### config.mk
export PLATFORM = sky130hd
export DESIGN_NAME = can_mode_irq
export DESIGN_NICKNAME = d
export VERILOG_FILES = /design/src/core/can_mode_irq_pkg.sv /design/src/core/can_mode_irq.sv
export SDC_FILE = /design/constraint.sdc
export NUM_CORES = 1
export LEC_CHECK = 0
export ABC_AREA = 1
export BUFFER_PORTS_ARGS = -buffer_cell sky130_fd_sc_hd__buf_4
export CORE_AREA = 5 5 158 114
export CTS_CLUSTER_DIAMETER = 60
export DETAILED_ROUTE_END_ITERATION = 12
export DIE_AREA = 0 0 163 119
export PLACE_DENSITY = 0.85
export RECOVER_POWER = 50
export SETUP_SLACK_MARGIN = 0.15
export SYNTH_ARGS = -nofsm -noshare
export SYNTH_HDL_FRONTEND = slang
export SYNTH_SLANG_ARGS = --single-unit
### constraint.sdc
create_clock -name ref_clk_i -period 5.9 [get_ports ref_clk_i]
set_input_delay 1.475 -clock ref_clk_i [delete_from_list [all_inputs] [get_ports ref_clk_i]]
set_output_delay 1.475 -clock ref_clk_i [all_outputs]
set_load 0.05 [all_outputs]
### src/core/can_mode_irq_pkg.sv
// Constants, types and register map of the CAN mode and interrupt block
package can_mode_irq_pkg;

    // ****************************************************************
    // Register byte offsets
    // ****************************************************************
    localparam logic [5:0] MODE_CTRL_OFS = 6'h00;
    localparam logic [5:0] GLB_CTRL_OFS  = 6'h04;
    localparam logic [5:0] GLB_STAT_OFS  = 6'h08;
    localparam logic [5:0] RXB_IE_OFS    = 6'h0C;
    localparam logic [5:0] RXB_ND_OFS    = 6'h10;
    localparam logic [5:0] TX_CTRL_OFS   = 6'h14;
    localparam logic [5:0] TX_STAT_OFS   = 6'h18;
    localparam logic [5:0] CF_CFG_OFS    = 6'h1C;
    localparam logic [5:0] CH_CTRL_OFS   = 6'h20;
    localparam logic [5:0] CH_STAT_OFS   = 6'h24;

    // ****************************************************************
    // Mode codes and states
    // ****************************************************************
    localparam logic [1:0] CODE_OPER  = 2'h0;
    localparam logic [1:0] CODE_RESET = 2'h1;
    localparam logic [1:0] CODE_HALT  = 2'h2;
    localparam logic [1:0] CODE_SLEEP = 2'h3;

    typedef enum logic [3:0] {
        M_OPER  = 4'h1,
        M_RESET = 4'h2,
        M_HALT  = 4'h4,
        M_SLEEP = 4'h8
    } mode_t;

    // Units a transition waits on
    localparam logic [1:0] U_CLK   = 2'h0;
    localparam logic [1:0] U_BIT   = 2'h1;
    localparam logic [1:0] U_FRAME = 2'h2;
    localparam logic [1:0] U_NONE  = 2'h3;

    // ****************************************************************
    // Transition bounds and counts
    // ****************************************************************
    localparam logic [3:0] SLEEP_RESET_CLKS = 4'h3;
    localparam logic [3:0] G_RESET_RUN_CLKS = 4'hA;
    localparam logic [3:0] G_HALT_OPER_CLKS = 4'h3;
    localparam logic [3:0] TO_RESET_BITS    = 4'h2;
    localparam logic [3:0] G_OPER_HALT_FRMS = 4'h3;
    localparam logic [3:0] C_RESET_HALT_BITS = 4'h3;
    localparam logic [3:0] C_TO_OPER_BITS   = 4'h4;
    localparam logic [3:0] C_OPER_HALT_FRMS = 4'h2;

    localparam logic [7:0] WARN_LIMIT    = 8'h5F;
    localparam logic [7:0] PASSIVE_LIMIT = 8'h7F;
    localparam logic [8:0] BUSOFF_LIMIT  = 9'h0FF;
    localparam logic [7:0] BOR_COUNT     = 8'h80;
    localparam logic [5:0] LOCK_BITS     = 6'h20;
    localparam logic [3:0] HIST_IRQ_LVL  = 4'h6;
    localparam logic [3:0] RXF_DEPTH     = 4'h8;
    localparam logic [2:0] CF_DEPTH_STEP = 3'h4;

    // ****************************************************************
    // Reset values
    // ****************************************************************
    localparam logic [1:0] MODE_RST_CODE = 2'h3;
    localparam logic [18:0] CF_CFG_RST   = 19'h00000;
endpackage

### src/core/can_mode_irq.sv
// Mode sequencing and interrupt sources of a CAN controller, Avalon-MM slave
//
// Our own choices: the Avalon-MM register port and the register addresses.
`timescale 1ns/1ps

module can_mode_irq (
    input  wire logic        ref_clk_i,
    input  wire logic        resetn_i,
    input  wire logic [5:0]  avs_address_i,
    input  wire logic        avs_read_i,
    input  wire logic        avs_write_i,
    input  wire logic [31:0] avs_writedata_i,
    input  wire logic [3:0]  avs_byteenable_i,
    output logic [31:0]      avs_readdata_o,
    output logic             avs_waitrequest_o,
    input  wire logic        bit_tick_i,
    input  wire logic        frame_end_i,
    input  wire logic        bus_receive_input,
    input  wire logic [1:0]  rxf_store_i,
    input  wire logic [1:0]  rxf_lost_i,
    input  wire logic [7:0]  rxf_count_i,
    input  wire logic        rxb_store_i,
    input  wire logic [3:0]  rxb_idx_i,
    input  wire logic        dlc_err_i,
    input  wire logic        payload_ovf_i,
    input  wire logic        tx_done_i,
    input  wire logic [1:0]  tx_idx_i,
    input  wire logic [1:0]  tx_result_i,
    input  wire logic        cf_store_i,
    input  wire logic        cf_lost_i,
    input  wire logic        cf_tx_done_i,
    input  wire logic        cf_empty_i,
    input  wire logic [5:0]  cf_count_i,
    input  wire logic        hist_store_i,
    input  wire logic        hist_full_i,
    input  wire logic [3:0]  hist_count_i,
    input  wire logic [6:0]  err_det_i,
    input  wire logic [7:0]  rec_i,
    input  wire logic [8:0]  tec_i,
    input  wire logic        recessive11_i,
    input  wire logic        overload_i,
    input  wire logic        arb_lost_i,
    input  wire logic        err_cnt_ovf_i,
    input  wire logic        success_cnt_ovf_i,
    output can_mode_irq_pkg::mode_t global_mode_o,
    output can_mode_irq_pkg::mode_t channel_mode_o,
    output logic             rx_fifo_irq_o,
    output logic             rx_buffer_irq_o,
    output logic             global_err_irq_o,
    output logic             tx_irq_o,
    output logic             cf_rx_irq_o,
    output logic             ch_err_irq_o,
    output logic             wakeup_irq_o
);
    import can_mode_irq_pkg::*;

    // ****************************************************************
    // State
    // ****************************************************************
    typedef struct packed {
        mode_t       g_mode;
        mode_t       c_mode;
        logic [1:0]  g_req;
        logic [1:0]  c_req;
        logic [1:0]  g_unit;
        logic [1:0]  c_unit;
        logic [3:0]  g_cnt;
        logic [3:0]  c_cnt;
        logic [15:0] glb_ctrl;
        logic [7:0]  glb_stat;
        logic [15:0] rxb_ie;
        logic [15:0] rxb_nd;
        logic [8:0]  tx_ctrl;
        logic [7:0]  tx_res;
        logic [2:0]  tx_pend;
        logic [18:0] cf_cfg;
        logic [9:0]  ch_ctrl;
        logic [16:0] ch_stat;
        logic        busoff;
        logic [7:0]  bor_cnt;
        logic [5:0]  lock_cnt;
        logic        warn_lvl;
        logic        pass_lvl;
        logic        rx_s1;
        logic        rx_s2;
        logic        rx_s3;
        logic [6:0]  irq;
        logic        wait_r;
        logic [31:0] rdata;
    } st_t;

    st_t st_reg;
    st_t st_next;

    function automatic mode_t to_mode(input logic [1:0] c);
        case (c)
            CODE_OPER:  to_mode = M_OPER;
            CODE_RESET: to_mode = M_RESET;
            CODE_HALT:  to_mode = M_HALT;
            default:    to_mode = M_SLEEP;
        endcase
    endfunction

    function automatic logic [1:0] to_code(input mode_t m);
        case (m)
            M_OPER:  to_code = CODE_OPER;
            M_RESET: to_code = CODE_RESET;
            M_HALT:  to_code = CODE_HALT;
            default: to_code = CODE_SLEEP;
        endcase
    endfunction

    // Unit and count of a transition; U_NONE when not allowed
    function automatic logic [5:0] bound(input logic chan, input mode_t f, input mode_t t);
        bound = {U_NONE, 4'h0};
        if ((f == M_SLEEP && t == M_RESET) || (f == M_RESET && t == M_SLEEP)) begin
            bound = {U_CLK, SLEEP_RESET_CLKS};
        end else if ((f == M_HALT || f == M_OPER) && t == M_RESET) begin
            bound = {U_BIT, TO_RESET_BITS};
        end else if (!chan) begin
            if (f == M_RESET && (t == M_HALT || t == M_OPER))
                bound = {U_CLK, G_RESET_RUN_CLKS};
            else if (f == M_HALT && t == M_OPER)
                bound = {U_CLK, G_HALT_OPER_CLKS};
            else if (f == M_OPER && t == M_HALT)
                bound = {U_FRAME, G_OPER_HALT_FRMS};
        end else begin
            if (f == M_RESET && t == M_HALT)
                bound = {U_BIT, C_RESET_HALT_BITS};
            else if ((f == M_RESET || f == M_HALT) && t == M_OPER)
                bound = {U_BIT, C_TO_OPER_BITS};
            else if (f == M_OPER && t == M_HALT)
                bound = {U_FRAME, C_OPER_HALT_FRMS};
        end
    endfunction

    // Fill level reached: count * 8 >= (code + 1) * depth
    function automatic logic thr_met(input logic [5:0] cnt, input logic [4:0] depth,
                                     input logic [2:0] code);
        thr_met = ({cnt, 3'h0} >= 9'({1'b0, code} + 4'h1) * 9'(depth));
    endfunction

    logic        wr;
    logic [31:0] wm;
    logic [31:0] wkeep;
    logic [31:0] wval;
    logic [5:0]  gb;
    logic [5:0]  cb;
    logic        g_pulse;
    logic        c_pulse;
    logic [16:0] ch_set;
    logic [7:0]  gl_set;
    logic        tx_any;
    logic        early_exit;

    // ****************************************************************
    // Next state
    // ****************************************************************
    always_comb begin
        st_next = st_reg;
        wr = avs_write_i && !st_reg.wait_r;
        wm = {{8{avs_byteenable_i[3]}}, {8{avs_byteenable_i[2]}},
              {8{avs_byteenable_i[1]}}, {8{avs_byteenable_i[0]}}};
        wkeep = avs_writedata_i | ~wm;

        // Bus slave: one wait cycle, then the answer
        st_next.wait_r = !((avs_read_i || avs_write_i) && st_reg.wait_r);

        // Global and channel mode sequencing
        if (wr && avs_address_i == MODE_CTRL_OFS) begin
            wval = ({28'h0, st_reg.c_req, st_reg.g_req} & ~wm) | (avs_writedata_i & wm);
            st_next.g_req = wval[1:0];
            st_next.c_req = wval[3:2];
        end else begin
            wval = 32'h0;
        end
        gb = bound(1'b0, st_reg.g_mode, to_mode(st_reg.g_req));
        cb = bound(1'b1, st_reg.c_mode, to_mode(st_reg.c_req));
        g_pulse = (st_reg.g_unit == U_CLK) || (st_reg.g_unit == U_BIT && bit_tick_i) ||
                  (st_reg.g_unit == U_FRAME && frame_end_i);
        c_pulse = (st_reg.c_unit == U_CLK) || (st_reg.c_unit == U_BIT && bit_tick_i) ||
                  (st_reg.c_unit == U_FRAME && frame_end_i);
        if (st_reg.g_cnt == 4'h0) begin
            if (gb[5:4] != U_NONE) begin
                st_next.g_unit = gb[5:4];
                st_next.g_cnt = (gb[5:4] == U_CLK) ? gb[3:0] - 4'h1 : gb[3:0];
            end
        end else if (g_pulse) begin
            st_next.g_cnt = st_reg.g_cnt - 4'h1;
            if (st_reg.g_cnt == 4'h1)
                st_next.g_mode = to_mode(st_reg.g_req);
        end
        if (st_reg.c_cnt == 4'h0) begin
            if (cb[5:4] != U_NONE) begin
                st_next.c_unit = cb[5:4];
                st_next.c_cnt = (cb[5:4] == U_CLK) ? cb[3:0] - 4'h1 : cb[3:0];
            end
        end else if (c_pulse) begin
            st_next.c_cnt = st_reg.c_cnt - 4'h1;
            if (st_reg.c_cnt == 4'h1)
                st_next.c_mode = to_mode(st_reg.c_req);
        end

        // Plain control registers
        if (wr && avs_address_i == GLB_CTRL_OFS)
            st_next.glb_ctrl = 16'((32'(st_reg.glb_ctrl) & ~wm) | (avs_writedata_i & wm));
        if (wr && avs_address_i == RXB_IE_OFS)
            st_next.rxb_ie = 16'((32'(st_reg.rxb_ie) & ~wm) | (avs_writedata_i & wm));
        if (wr && avs_address_i == TX_CTRL_OFS)
            st_next.tx_ctrl = 9'((32'(st_reg.tx_ctrl) & ~wm) | (avs_writedata_i & wm));
        if (wr && avs_address_i == CH_CTRL_OFS)
            st_next.ch_ctrl = 10'((32'(st_reg.ch_ctrl) & ~wm) | (avs_writedata_i & wm));
        if (wr && avs_address_i == CF_CFG_OFS && st_reg.g_mode == M_RESET)
            st_next.cf_cfg = 19'((32'(st_reg.cf_cfg) & ~wm) | (avs_writedata_i & wm));

        // Global status: dlc, payload, lost x2, cf lost, hist lost, rx fifo pend x2
        gl_set = {rxf_store_i[1] && st_reg.glb_ctrl[5] &&
                      (st_reg.glb_ctrl[7] || thr_met({2'h0, rxf_count_i[7:4]},
                                                     {1'b0, RXF_DEPTH},
                                                     st_reg.glb_ctrl[14:12])),
                  rxf_store_i[0] && st_reg.glb_ctrl[4] &&
                      (st_reg.glb_ctrl[6] || thr_met({2'h0, rxf_count_i[3:0]},
                                                     {1'b0, RXF_DEPTH},
                                                     st_reg.glb_ctrl[10:8])),
                  hist_store_i && hist_full_i,
                  cf_lost_i,
                  rxf_lost_i,
                  payload_ovf_i,
                  dlc_err_i};
        st_next.glb_stat = ((wr && avs_address_i == GLB_STAT_OFS) ?
                            st_reg.glb_stat & wkeep[7:0] : st_reg.glb_stat) | gl_set;

        // Receive buffers
        st_next.rxb_nd = ((wr && avs_address_i == RXB_ND_OFS) ?
                          st_reg.rxb_nd & wkeep[15:0] : st_reg.rxb_nd) |
                         (rxb_store_i ? 16'h0001 << rxb_idx_i : 16'h0000);

        // Transmit results: cleared only by writing 00 to the field
        for (int i = 0; i < 4; i++) begin
            if (wr && avs_address_i == TX_STAT_OFS && wm[2*i] &&
                avs_writedata_i[2*i +: 2] == 2'h0)
                st_next.tx_res[2*i +: 2] = 2'h0;
            if (tx_done_i && tx_idx_i == 2'(i))
                st_next.tx_res[2*i +: 2] = tx_result_i;
        end

        // Common FIFO tx, history, common FIFO rx pending
        st_next.tx_pend = ((wr && avs_address_i == TX_STAT_OFS) ?
                           st_reg.tx_pend & wkeep[10:8] : st_reg.tx_pend) |
            {cf_store_i && !st_reg.cf_cfg[13] &&
                 (st_reg.cf_cfg[12] ||
                  thr_met(cf_count_i, 5'(st_reg.cf_cfg[2:0] * CF_DEPTH_STEP),
                          st_reg.cf_cfg[10:8])),
             hist_store_i && !hist_full_i &&
                 (st_reg.tx_ctrl[7] || hist_count_i >= HIST_IRQ_LVL),
             cf_tx_done_i && st_reg.cf_cfg[13] &&
                 (st_reg.cf_cfg[12] || cf_empty_i)};

        // Channel error sources
        st_next.warn_lvl = rec_i > WARN_LIMIT || tec_i > {1'b0, WARN_LIMIT};
        st_next.pass_lvl = rec_i > PASSIVE_LIMIT || tec_i > {1'b0, PASSIVE_LIMIT};
        st_next.rx_s1 = bus_receive_input;
        st_next.rx_s2 = st_reg.rx_s1;
        st_next.rx_s3 = st_reg.rx_s2;
        ch_set = 17'h0;
        ch_set[6:0] = err_det_i;
        ch_set[7] = |err_det_i;
        ch_set[8] = st_next.warn_lvl && !st_reg.warn_lvl;
        ch_set[9] = st_next.pass_lvl && !st_reg.pass_lvl;
        ch_set[12] = overload_i;
        ch_set[14] = arb_lost_i;
        ch_set[15] = err_cnt_ovf_i;
        ch_set[16] = success_cnt_ovf_i;

        // Bus lock: consecutive dominant bits in operation mode
        if (st_reg.c_mode != M_OPER || (bit_tick_i && st_reg.rx_s2)) begin
            st_next.lock_cnt = 6'h0;
        end else if (bit_tick_i && st_reg.lock_cnt != LOCK_BITS) begin
            st_next.lock_cnt = st_reg.lock_cnt + 6'h1;
            ch_set[13] = (st_reg.lock_cnt == LOCK_BITS - 6'h1);
        end

        // Bus off entry and recovery
        early_exit = (st_next.c_mode != M_OPER) ||
                     (wr && avs_address_i == MODE_CTRL_OFS && wval[4]);
        if (!st_reg.busoff) begin
            st_next.bor_cnt = 8'h0;
            if (tec_i > BUSOFF_LIMIT) begin
                st_next.busoff = 1'b1;
                ch_set[10] = 1'b1;
            end
        end else if (early_exit) begin
            st_next.busoff = 1'b0;
        end else if (recessive11_i) begin
            st_next.bor_cnt = st_reg.bor_cnt + 8'h1;
            if (st_reg.bor_cnt == BOR_COUNT - 8'h1) begin
                st_next.busoff = 1'b0;
                ch_set[11] = 1'b1;
            end
        end
        st_next.ch_stat = ((wr && avs_address_i == CH_STAT_OFS) ?
                           st_reg.ch_stat & wkeep[16:0] : st_reg.ch_stat) | ch_set;

        // Interrupt outputs
        tx_any = 1'b0;
        for (int i = 0; i < 4; i++) begin
            tx_any = tx_any || (st_reg.tx_res[2*i+1] && st_reg.tx_ctrl[i]) ||
                     (st_reg.tx_res[2*i +: 2] == 2'h1 && st_reg.tx_ctrl[4]);
        end
        st_next.irq[0] = |(st_reg.glb_stat[7:6] & st_reg.glb_ctrl[5:4]);
        st_next.irq[1] = |(st_reg.rxb_nd & st_reg.rxb_ie);
        st_next.irq[2] = (st_reg.glb_stat[0] && st_reg.glb_ctrl[0]) ||
                         (st_reg.glb_stat[1] && st_reg.glb_ctrl[3]) ||
                         ((|st_reg.glb_stat[4:2]) && st_reg.glb_ctrl[1]) ||
                         (st_reg.glb_stat[5] && st_reg.glb_ctrl[2]);
        st_next.irq[3] = tx_any || (st_reg.tx_pend[0] && st_reg.tx_ctrl[5]) ||
                         (st_reg.tx_pend[1] && st_reg.tx_ctrl[6]);
        st_next.irq[4] = st_reg.tx_pend[2] && st_reg.tx_ctrl[8];
        st_next.irq[5] = |(st_reg.ch_stat[16:7] & st_reg.ch_ctrl);
        st_next.irq[6] = st_reg.rx_s3 && !st_reg.rx_s2;

        // Read data
        case (avs_address_i)
            MODE_CTRL_OFS: st_next.rdata = {18'h0, st_reg.c_cnt != 4'h0,
                                            st_reg.g_cnt != 4'h0, to_code(st_reg.c_mode),
                                            to_code(st_reg.g_mode), 4'h0,
                                            st_reg.c_req, st_reg.g_req};
            GLB_CTRL_OFS:  st_next.rdata = {16'h0, st_reg.glb_ctrl};
            GLB_STAT_OFS:  st_next.rdata = {24'h0, st_reg.glb_stat};
            RXB_IE_OFS:    st_next.rdata = {16'h0, st_reg.rxb_ie};
            RXB_ND_OFS:    st_next.rdata = {16'h0, st_reg.rxb_nd};
            TX_CTRL_OFS:   st_next.rdata = {23'h0, st_reg.tx_ctrl};
            TX_STAT_OFS:   st_next.rdata = {21'h0, st_reg.tx_pend, st_reg.tx_res};
            CF_CFG_OFS:    st_next.rdata = {13'h0, st_reg.cf_cfg};
            CH_CTRL_OFS:   st_next.rdata = {22'h0, st_reg.ch_ctrl};
            CH_STAT_OFS:   st_next.rdata = {14'h0, st_reg.busoff, st_reg.ch_stat};
            default:       st_next.rdata = 32'h0;
        endcase
    end

    // ****************************************************************
    // Registers
    // ****************************************************************
    always_ff @(posedge ref_clk_i) begin
        if (!resetn_i) begin
            st_reg        <= '0;
            st_reg.g_mode <= M_SLEEP;
            st_reg.c_mode <= M_SLEEP;
            st_reg.g_req  <= MODE_RST_CODE;
            st_reg.c_req  <= MODE_RST_CODE;
            st_reg.g_unit <= U_NONE;
            st_reg.c_unit <= U_NONE;
            st_reg.cf_cfg <= CF_CFG_RST;
            st_reg.rx_s1  <= 1'b1;
            st_reg.rx_s2  <= 1'b1;
            st_reg.rx_s3  <= 1'b1;
            st_reg.wait_r <= 1'b1;
        end else begin
            st_reg <= st_next;
        end
    end

    assign avs_readdata_o    = st_reg.rdata;
    assign avs_waitrequest_o = st_reg.wait_r;
    assign global_mode_o     = st_reg.g_mode;
    assign channel_mode_o    = st_reg.c_mode;
    assign rx_fifo_irq_o     = st_reg.irq[0];
    assign rx_buffer_irq_o   = st_reg.irq[1];
    assign global_err_irq_o  = st_reg.irq[2];
    assign tx_irq_o          = st_reg.irq[3];
    assign cf_rx_irq_o       = st_reg.irq[4];
    assign ch_err_irq_o      = st_reg.irq[5];
    assign wakeup_irq_o      = st_reg.irq[6];
endmodule // can_mode_irq

==> results.md, run 1 <==
| Step | Quantity | Value |
|---|---|---|
| power | Clock share of power | 43.6% |
| critical path | CP Buf/Inv Count | 3 |
| sta | Number of pins with negative max-slew slack in the final report | 78 |
| die | DIE WIDTH | 163 microns |
| worst hold path | Min-delay worst type | register to register |
| drt | Overall routed net length | 30.3 mm |
| global route | First-pass GRT wire length | 47.5 mm |
| drt | Avg WL per Cell | 18.2 microns |
| final layout | Count of nets after finishing | 1585 |
| clock tree | Count of buffers added by post-CTS timing repair for setup | 0 |
| power | Design internal power | 2.05 mW |
| global route | Global routing usage on met3 | 11.4% |
| yosys | Synthesis Warnings | 0 |
| clock tree | Hold-fix buffers, CTS | 0 |
| final layout | Post-layout instance area | 11000 sq um |
| final layout | Fill cell total of the finished layout | 1390 |
| sta | Final worst path period share | 78.4% |
| power | Fraction of power consumed by combinational cells | 7.5% |
| power | Net Switching | 0.687 mW |
| yosys | Post-synth top area share | 39.5% |
| power | Worst VDD drop | 154 uV |
| global route | Number of antenna violations at the first check in global routing | 0 |
| place | Final weighted congestion in routability-driven placement | 0.989 |
| critical path | Worst path top cell family by delay | buffers and inverters |
| sta | Maximum clock frequency | 216 MHz |
| run | Count of maximum capacitance violations | 2 |
| critical path | Startpoint-to-endpoint class of the critical path | input pin to register |
| die | Number of top-level design ports | 166 |
| clock tree | Clock latency on the worst-skew pair | 450 ps |
| sta | Slew HR | -87.2% |
| sta | Finish-stage setup viols | 0 |
| yosys | Synthesized instance count | 1349 |
| critical path | Crit start category | input pin |
| place | Standard cell area after detailed placement | 10600 sq um |
| global route | Most used routing layer | met2 |
| sta | Final Skew | 10.9 ps |
| critical path | Critical path fanouts, max | 60 |
| critical path | Worst EP required | 6040 ps |
| clock tree | Root Buffer | clkbuf_16 |
| critical path | Crit path arrival time | 4760 ps |
| outcome | Result of the run | finished with violations |
| drt | Detailed Routing Iterations Pass 1 | 5 |
| die | Die outline area | 19400 sq um |
| global route | Total GRT Usage | 30.9% |
| clock tree | Clock transition at the register clock pins on the worst setup and hold paths after CTS | 70 ps |
| clock tree | CTS tree | built |
| global route | Pin count of the biggest net entering global routing | 92 |
| global route | Total global routing overflow | 0 |
| yosys | Netlist area before placement | 9770 sq um |
| global route | Grt met1 use | 43.8% |
| sta | Worst Tran Pin Value | 2810 ps |
| die | Starting utilization of the core area | 60.3% |
| yosys | EDFF count, synth | 0 |
| clock tree | Number of sinks on the clock net | 193 |
| yosys | Synth Area per Inst | 7.25 sq um |
| critical path | Slowest stage delay, CP | 2050 ps |
| drt | DR DRC count | 0 |
| yosys | Flop and latch count out of synthesis | 193 |
| final layout | Antenna diode instance count | 0 |
| sta | Fin Setup TNS | 0 ps |
| sta | Minimum period implied by the final worst setup slack | 4620 ps |
| drt | Number of antenna-violating nets in the routed design | 0 |
| outcome | Violated checks | capacitance limit, slew limit |
| die | Placeable core region | 16200 sq um |
| drt | Total number of vias | 9806 |
| yosys | Share of synthesized flip-flops with an asynchronous set or reset | 0% |
| yosys | Sequential fraction of the synthesis area | 39.5% |
| die | Total number of placement rows | 39 |
| yosys | Most frequently used flop master after synthesis | dfxtp_1 |
| place | HPWL after detailed placement | 22.3 mm |
| sta | Worst hold slack | 411 ps |
| power | Power after layout | 2.73 mW |
| drt | Via-to-Cell Ratio | 5.88 |
| final layout | Area overhead of the layout relative to synthesis | 12.6% |
| sta | Setup repair after global routing missed its margin | no |
| clock tree | CTS HTree Levels | 4 |
| critical path | Sort of element at the end of the critical path | register |
| place | Count of port buffers added during placement | 127 |
| global route | Via count of the first global-routing pass | 9016 |
| sta | Final Hold Vio Count | 0 |
| yosys | Post-synth top area cell | dfxtp_1 |
| clock tree | Post-cts repair resize count | 0 |
| yosys | Most repeated cell in the gate-level netlist after synthesis | nand2_1 |
| power | Leakage power | 4.65 nW |
| power | Power density over the cells | 248 nW/um^2 |
| power | Switching power as a share of total power | 25.1% |
| yosys | Top cells by instance count after synthesis | 201 x nand2_1, 193 x dfxtp_1, 193 x inv_1 |
| critical path | Cell breakdown of the critical path | clkbuf_4 -> inv_1 -> clkbuf_1 -> a31oi_1 |
| power | Power share of the sequential group | 49.0% |
| yosys | Top post-synthesis cells by area | dfxtp_1 40%, a21oi_1 8.7%, nand2_1 7.7% |
| final layout | Layout cells sized above 1 | 10.2% |
| die | Height of the die | 119 microns |
| yosys | Cell variety after synth | 50 |
| global route | Met2 usage | 44.1% |
| clock tree | Clock buffers created by TritonCTS | 17 |
| critical path | Cell type of the slowest stage on the worst timing path | clkbuf_1 |
| clock tree | Maximum buffer depth of the clock tree | 2 |
| drt | Initial DRC count | 1279 |
[placed cells by master (no fill, tap or decap), drive strengths merged, types with 2 or more instances in the layout]
| cell | instances |
|---|---|
| a211oi | 5 |
| a21boi | 2 |
| a21oi | 169 |
| a221oi | 11 |
| a22oi | 6 |
| a31oi | 11 |
| a32oi | 2 |
| buf | 87 |
| bufinv | 2 |
| clkbuf | 61 |
| clkinv | 6 |
| clkinvlp | 2 |
| conb | 13 |
| dfxtp | 193 |
| fa | 3 |
| ha | 33 |
| inv | 201 |
| nand2 | 209 |
| nand3 | 62 |
| nand4 | 23 |
| nor2 | 107 |
| nor3 | 27 |
| nor4 | 2 |
| o211ai | 12 |
| o21ai | 145 |
| o22ai | 15 |
| o2bb2ai | 2 |
| o31ai | 2 |
| or2 | 6 |
| xnor2 | 6 |
| xor2 | 9 |
[tightest hold or removal path, delay by kind of cell (launching register included)]
kind / cells / cell delay, ps
buffers and inverters: 1 / 40
DFF: 1 / 300
and+or+nand+nor: 1 / 30
[routing by layer]
layer / part of all wire [%] / up-vias
met3: 14 / 62
met4: 2.1 / 0
met1: 42 / 4474
met2: 41 / 642
li1: - / 4628
met5: 0 / -
[area by class of cell]
type / instances / area (sq um) / area share, %
timing repair buffer: 129 / 818 / 7.44
sequential: 193 / 3860 / 35.1
inverter: 198 / 743 / 6.75
clock inverter: 13 / 150 / 1.36
clock buffer: 19 / 453 / 4.12
tap: 225 / 282 / 2.56
multi-input combinational: 892 / 4690 / 42.7
[through the flow]
stage	std cells	setup WS [ps]	utilization [%]
final	1669	1280	67.9
after global routing	1669	1130	67.9
after CTS	1669	2450	69.1
after floorplan	1361	2810	-
after global placement	1637	2090	65.4
after detailed placement	1637	2040	65.4
[cell families (layout without fill, tap and decap cells)]
family / Yosys count / after routing / synth area share, %
other cells: 1 / 13 / 0.0384
compound gates: 390 / 390 / 21.9
xor+xnor: 15 / 15 / 1.34
simple gates: 438 / 438 / 20.0
fa+ha+maj: 36 / 36 / 4.84
flops: 193 / 193 / 39.5
buf+inv: 276 / 359 / 12.4
[power groups by stage]
stage | logic [mW] | registers (mW) | clock network [mW]
CTS | 0.204 | 1.34 | 1.19
detailed placement | 0.203 | 1.37 | 0
global route | 0.220 | 1.34 | 1.25
floorplan | 0.115 | 1.36 | 0
global placement | 0.199 | 1.37 | 0
finish | 0.204 | 1.34 | 1.19
[path summary, 6_finish.rpt]
| kind | slack, ps | cells past startpoint | startpoint | to |
|---|---|---|---|---|
| worst max-delay path | 1280 | 4 | resetn_i | avs_readdata_o[11] |
| worst min-delay path | 410 | 2 | st_reg[40] | wakeup_irq_o |
| worst max register to register | 2400 | 16 | register | st_reg[108] |
| worst min register to register | 410 | 2 | st_reg[40] | wakeup_irq_o |
No activity file was read; power rests on OpenSTA's default activity.
==> inputs of run 2 (changes only) <==
- CORE_AREA: 5 5 158 114 -> 5 5 163 118
- DIE_AREA: 0 0 163 119 -> 0 0 168 123
- PLACE_DENSITY: 0.85 -> 0.8
- clock period: 5.9 -> 4.7 ns (I/O delays scaled with it)
==> run 2 against run 1 <==
The flow still finishes with violations (capacitance limit, slew limit); die area is 6.5% higher; via count decreased by 0.41%; sequential power grew 25%; critical path depth is 3 higher; global-route usage is 2.0 points lower; sequential cell count unchanged; clock skew decreased by 4.3 ps; routed wire length increased by 0.26%; clock power is 24% higher; utilization decreased by 5.2 points; largest cell class unchanged.
==> results.md, run 2 (synthesis results as in run 1) <==
| Step | Quantity | Value |
|---|---|---|
| global route | First-pass GRT wire length | 47.1 mm |
| outcome | Result of the run | finished with violations |
| drt | Initial DRC count | 1449 |
| drt | Total number of vias | 9766 |
| clock tree | Root Buffer | clkbuf_16 |
| die | Number of top-level design ports | 166 |
| outcome | Violated checks | capacitance limit, slew limit |
| global route | Total GRT Usage | 28.9% |
| global route | Total global routing overflow | 0 |
| critical path | Destination of the worst register-to-register timing path | st_reg[108] |
| worst hold path | Min-delay worst type | register to register |
| clock tree | Hold-fix buffers, CTS | 0 |
| sta | Final Hold Vio Count | 0 |
| critical path | Worst EP required | 5000 ps |
| drt | Overall routed net length | 30.4 mm |
| global route | Pin count of the biggest net entering global routing | 92 |
| die | Total number of placement rows | 41 |
| clock tree | Post-cts repair resize count | 0 |
| power | Power density over the cells | 309 nW/um^2 |
| clock tree | Maximum buffer depth of the clock tree | 2 |
| sta | Final worst path period share | 83.7% |
| worst hold path | Sink of the worst hold path | wakeup_irq_o |
| drt | Detailed Routing Iterations Pass 1 | 6 |
| sta | Setup repair after global routing missed its margin | no |
| die | DIE WIDTH | 168 microns |
| die | Height of the die | 123 microns |
| clock tree | CTS HTree Levels | 4 |
| sta | Number of pins with negative max-slew slack in the final report | 140 |
| power | Worst VDD drop | 244 uV |
| run | Count of maximum capacitance violations | 2 |
| clock tree | Clock transition at the register clock pins on the worst setup and hold paths after CTS | 70 ps |
| drt | Avg WL per Cell | 18.1 microns |
| critical path | Crit path arrival time | 4230 ps |
| final layout | Commonest non-fill, non-tap cells in the layout | 202 x nand2_1, 194 x inv_1, 193 x dfxtp_1, 169 x a21oi_1, 145 x o21ai_0 |
| critical path | Startpoint-to-endpoint class of the critical path | input pin to register |
| place | HPWL after detailed placement | 22.4 mm |
| global route | Number of antenna violations at the first check in global routing | 0 |
| die | Starting utilization of the core area | 55.6% |
| final layout | Cell Count, Final, Fillers Out | 1680 |
| worst hold path | WHS Path Cells | 2 |
| final layout | Area overhead of the layout relative to synthesis | 12.9% |
| drt | DR DRC count | 0 |
| critical path | Worst Reg-to-Reg Cells | 16 |
| drt | Via-to-Cell Ratio | 5.81 |
| clock tree | Clock buffers created by TritonCTS | 17 |
| clock tree | Number of sinks on the clock net | 193 |
| sta | Fin Setup TNS | 0 ps |
| place | Cell count after placement | 1651 |
| sta | Finish-stage setup viols | 0 |
| final layout | Count of nets after finishing | 1588 |
| sta | Worst Tran Pin Value | 1720 ps |
| sta | Minimum period implied by the final worst setup slack | 3930 ps |
| drt | Number of antenna-violating nets in the routed design | 0 |
| critical path | Sort of element at the end of the critical path | register |
| place | Final weighted congestion in routability-driven placement | 0.981 |
| clock tree | Count of buffers added by post-CTS timing repair for setup | 0 |
| sta | Slew HR | -14.6% |
| clock tree | Clock latency on the worst-skew pair | 430 ps |
| final layout | Antenna diode instance count | 0 |
| sta | Final Skew | 6.58 ps |
| sta | Maximum clock frequency | 254 MHz |
| global route | Via count of the first global-routing pass | 9077 |
| power | Leakage power | 4.66 nW |
| place | Count of port buffers added during placement | 127 |
| clock tree | CTS tree | built |
| critical path | Critical path fanouts, max | 17 |
| final layout | Layout cells sized above 1 | 10.8% |
| die | Placeable core region | 17600 sq um |
| final layout | Most common cell after layout, fill and taps aside | nand2_1 |
| worst hold path | HP Start | st_reg[40] |
| die | Die outline area | 20700 sq um |
| critical path | Crit start category | input pin |
| critical path | R2R setup slack | 1320 ps |
run 2: area by class of cell:
class,count,area [sq um]
Sequential cell,193,3860
Inverter,198,743
Clock inverter,10,138
Tap cell,236,295
Multi-Input combinational cell,892,4710
Fill cell,1626,6560
Clock buffer,19,443
Timing Repair Buffer,132,850
run 2: where the power goes:
part	switching [mW]	internal (mW)
registers	0.0201	1.66
clock network	0.629	0.842
logic	0.171	0.0889
total	0.820	2.59
run 2: how the worst max path moves through the flow:
| stage | from | to | slack [ps] |
|---|---|---|---|
| floorplan | register | st_reg[108] | 1610 |
| global placement | avs_address_i[4] | avs_readdata_o[3] | 1420 |
| CTS | register | st_reg[108] | 1390 |
| finish | avs_address_i[1] | register | 770 |
| detailed placement | register | st_reg[108] | 1390 |
| global route | avs_address_i[1] | register | 660 |
run 2: per-stage QoR:
stage               area, sq um  setup slack [ps]  power, mW  hold slack, ps  utilization, %
CTS                       11200              1390       3.40             414            63.7
finish                    11000               766       3.41             410            62.7
global placement          10600              1420       1.97             398            60.4
floorplan                  9820              1610       1.86             393               -
detailed placement        10600              1390       1.97             404            60.4
global route              11000               659       3.50             424            62.7
run 2: routing by layer:
metal  vias to the layer above  global-route usage, %  wire length [microns]
li1                       4615                      -                      -
met3                        71                   9.56                   4040
met5                         -                      0                      0
met4                         0                   7.91                    656
met1                      4458                   41.0                  13000
met2                       622                   42.3                  12700
run 2: worst max-delay path, stage by stage:
cell,delay [ps]
clkbuf_4,120
nor2_1,450
nand3_1,770
nor3_1,800
nand2_1,460
o21ai_0,360
a21oi_1,90
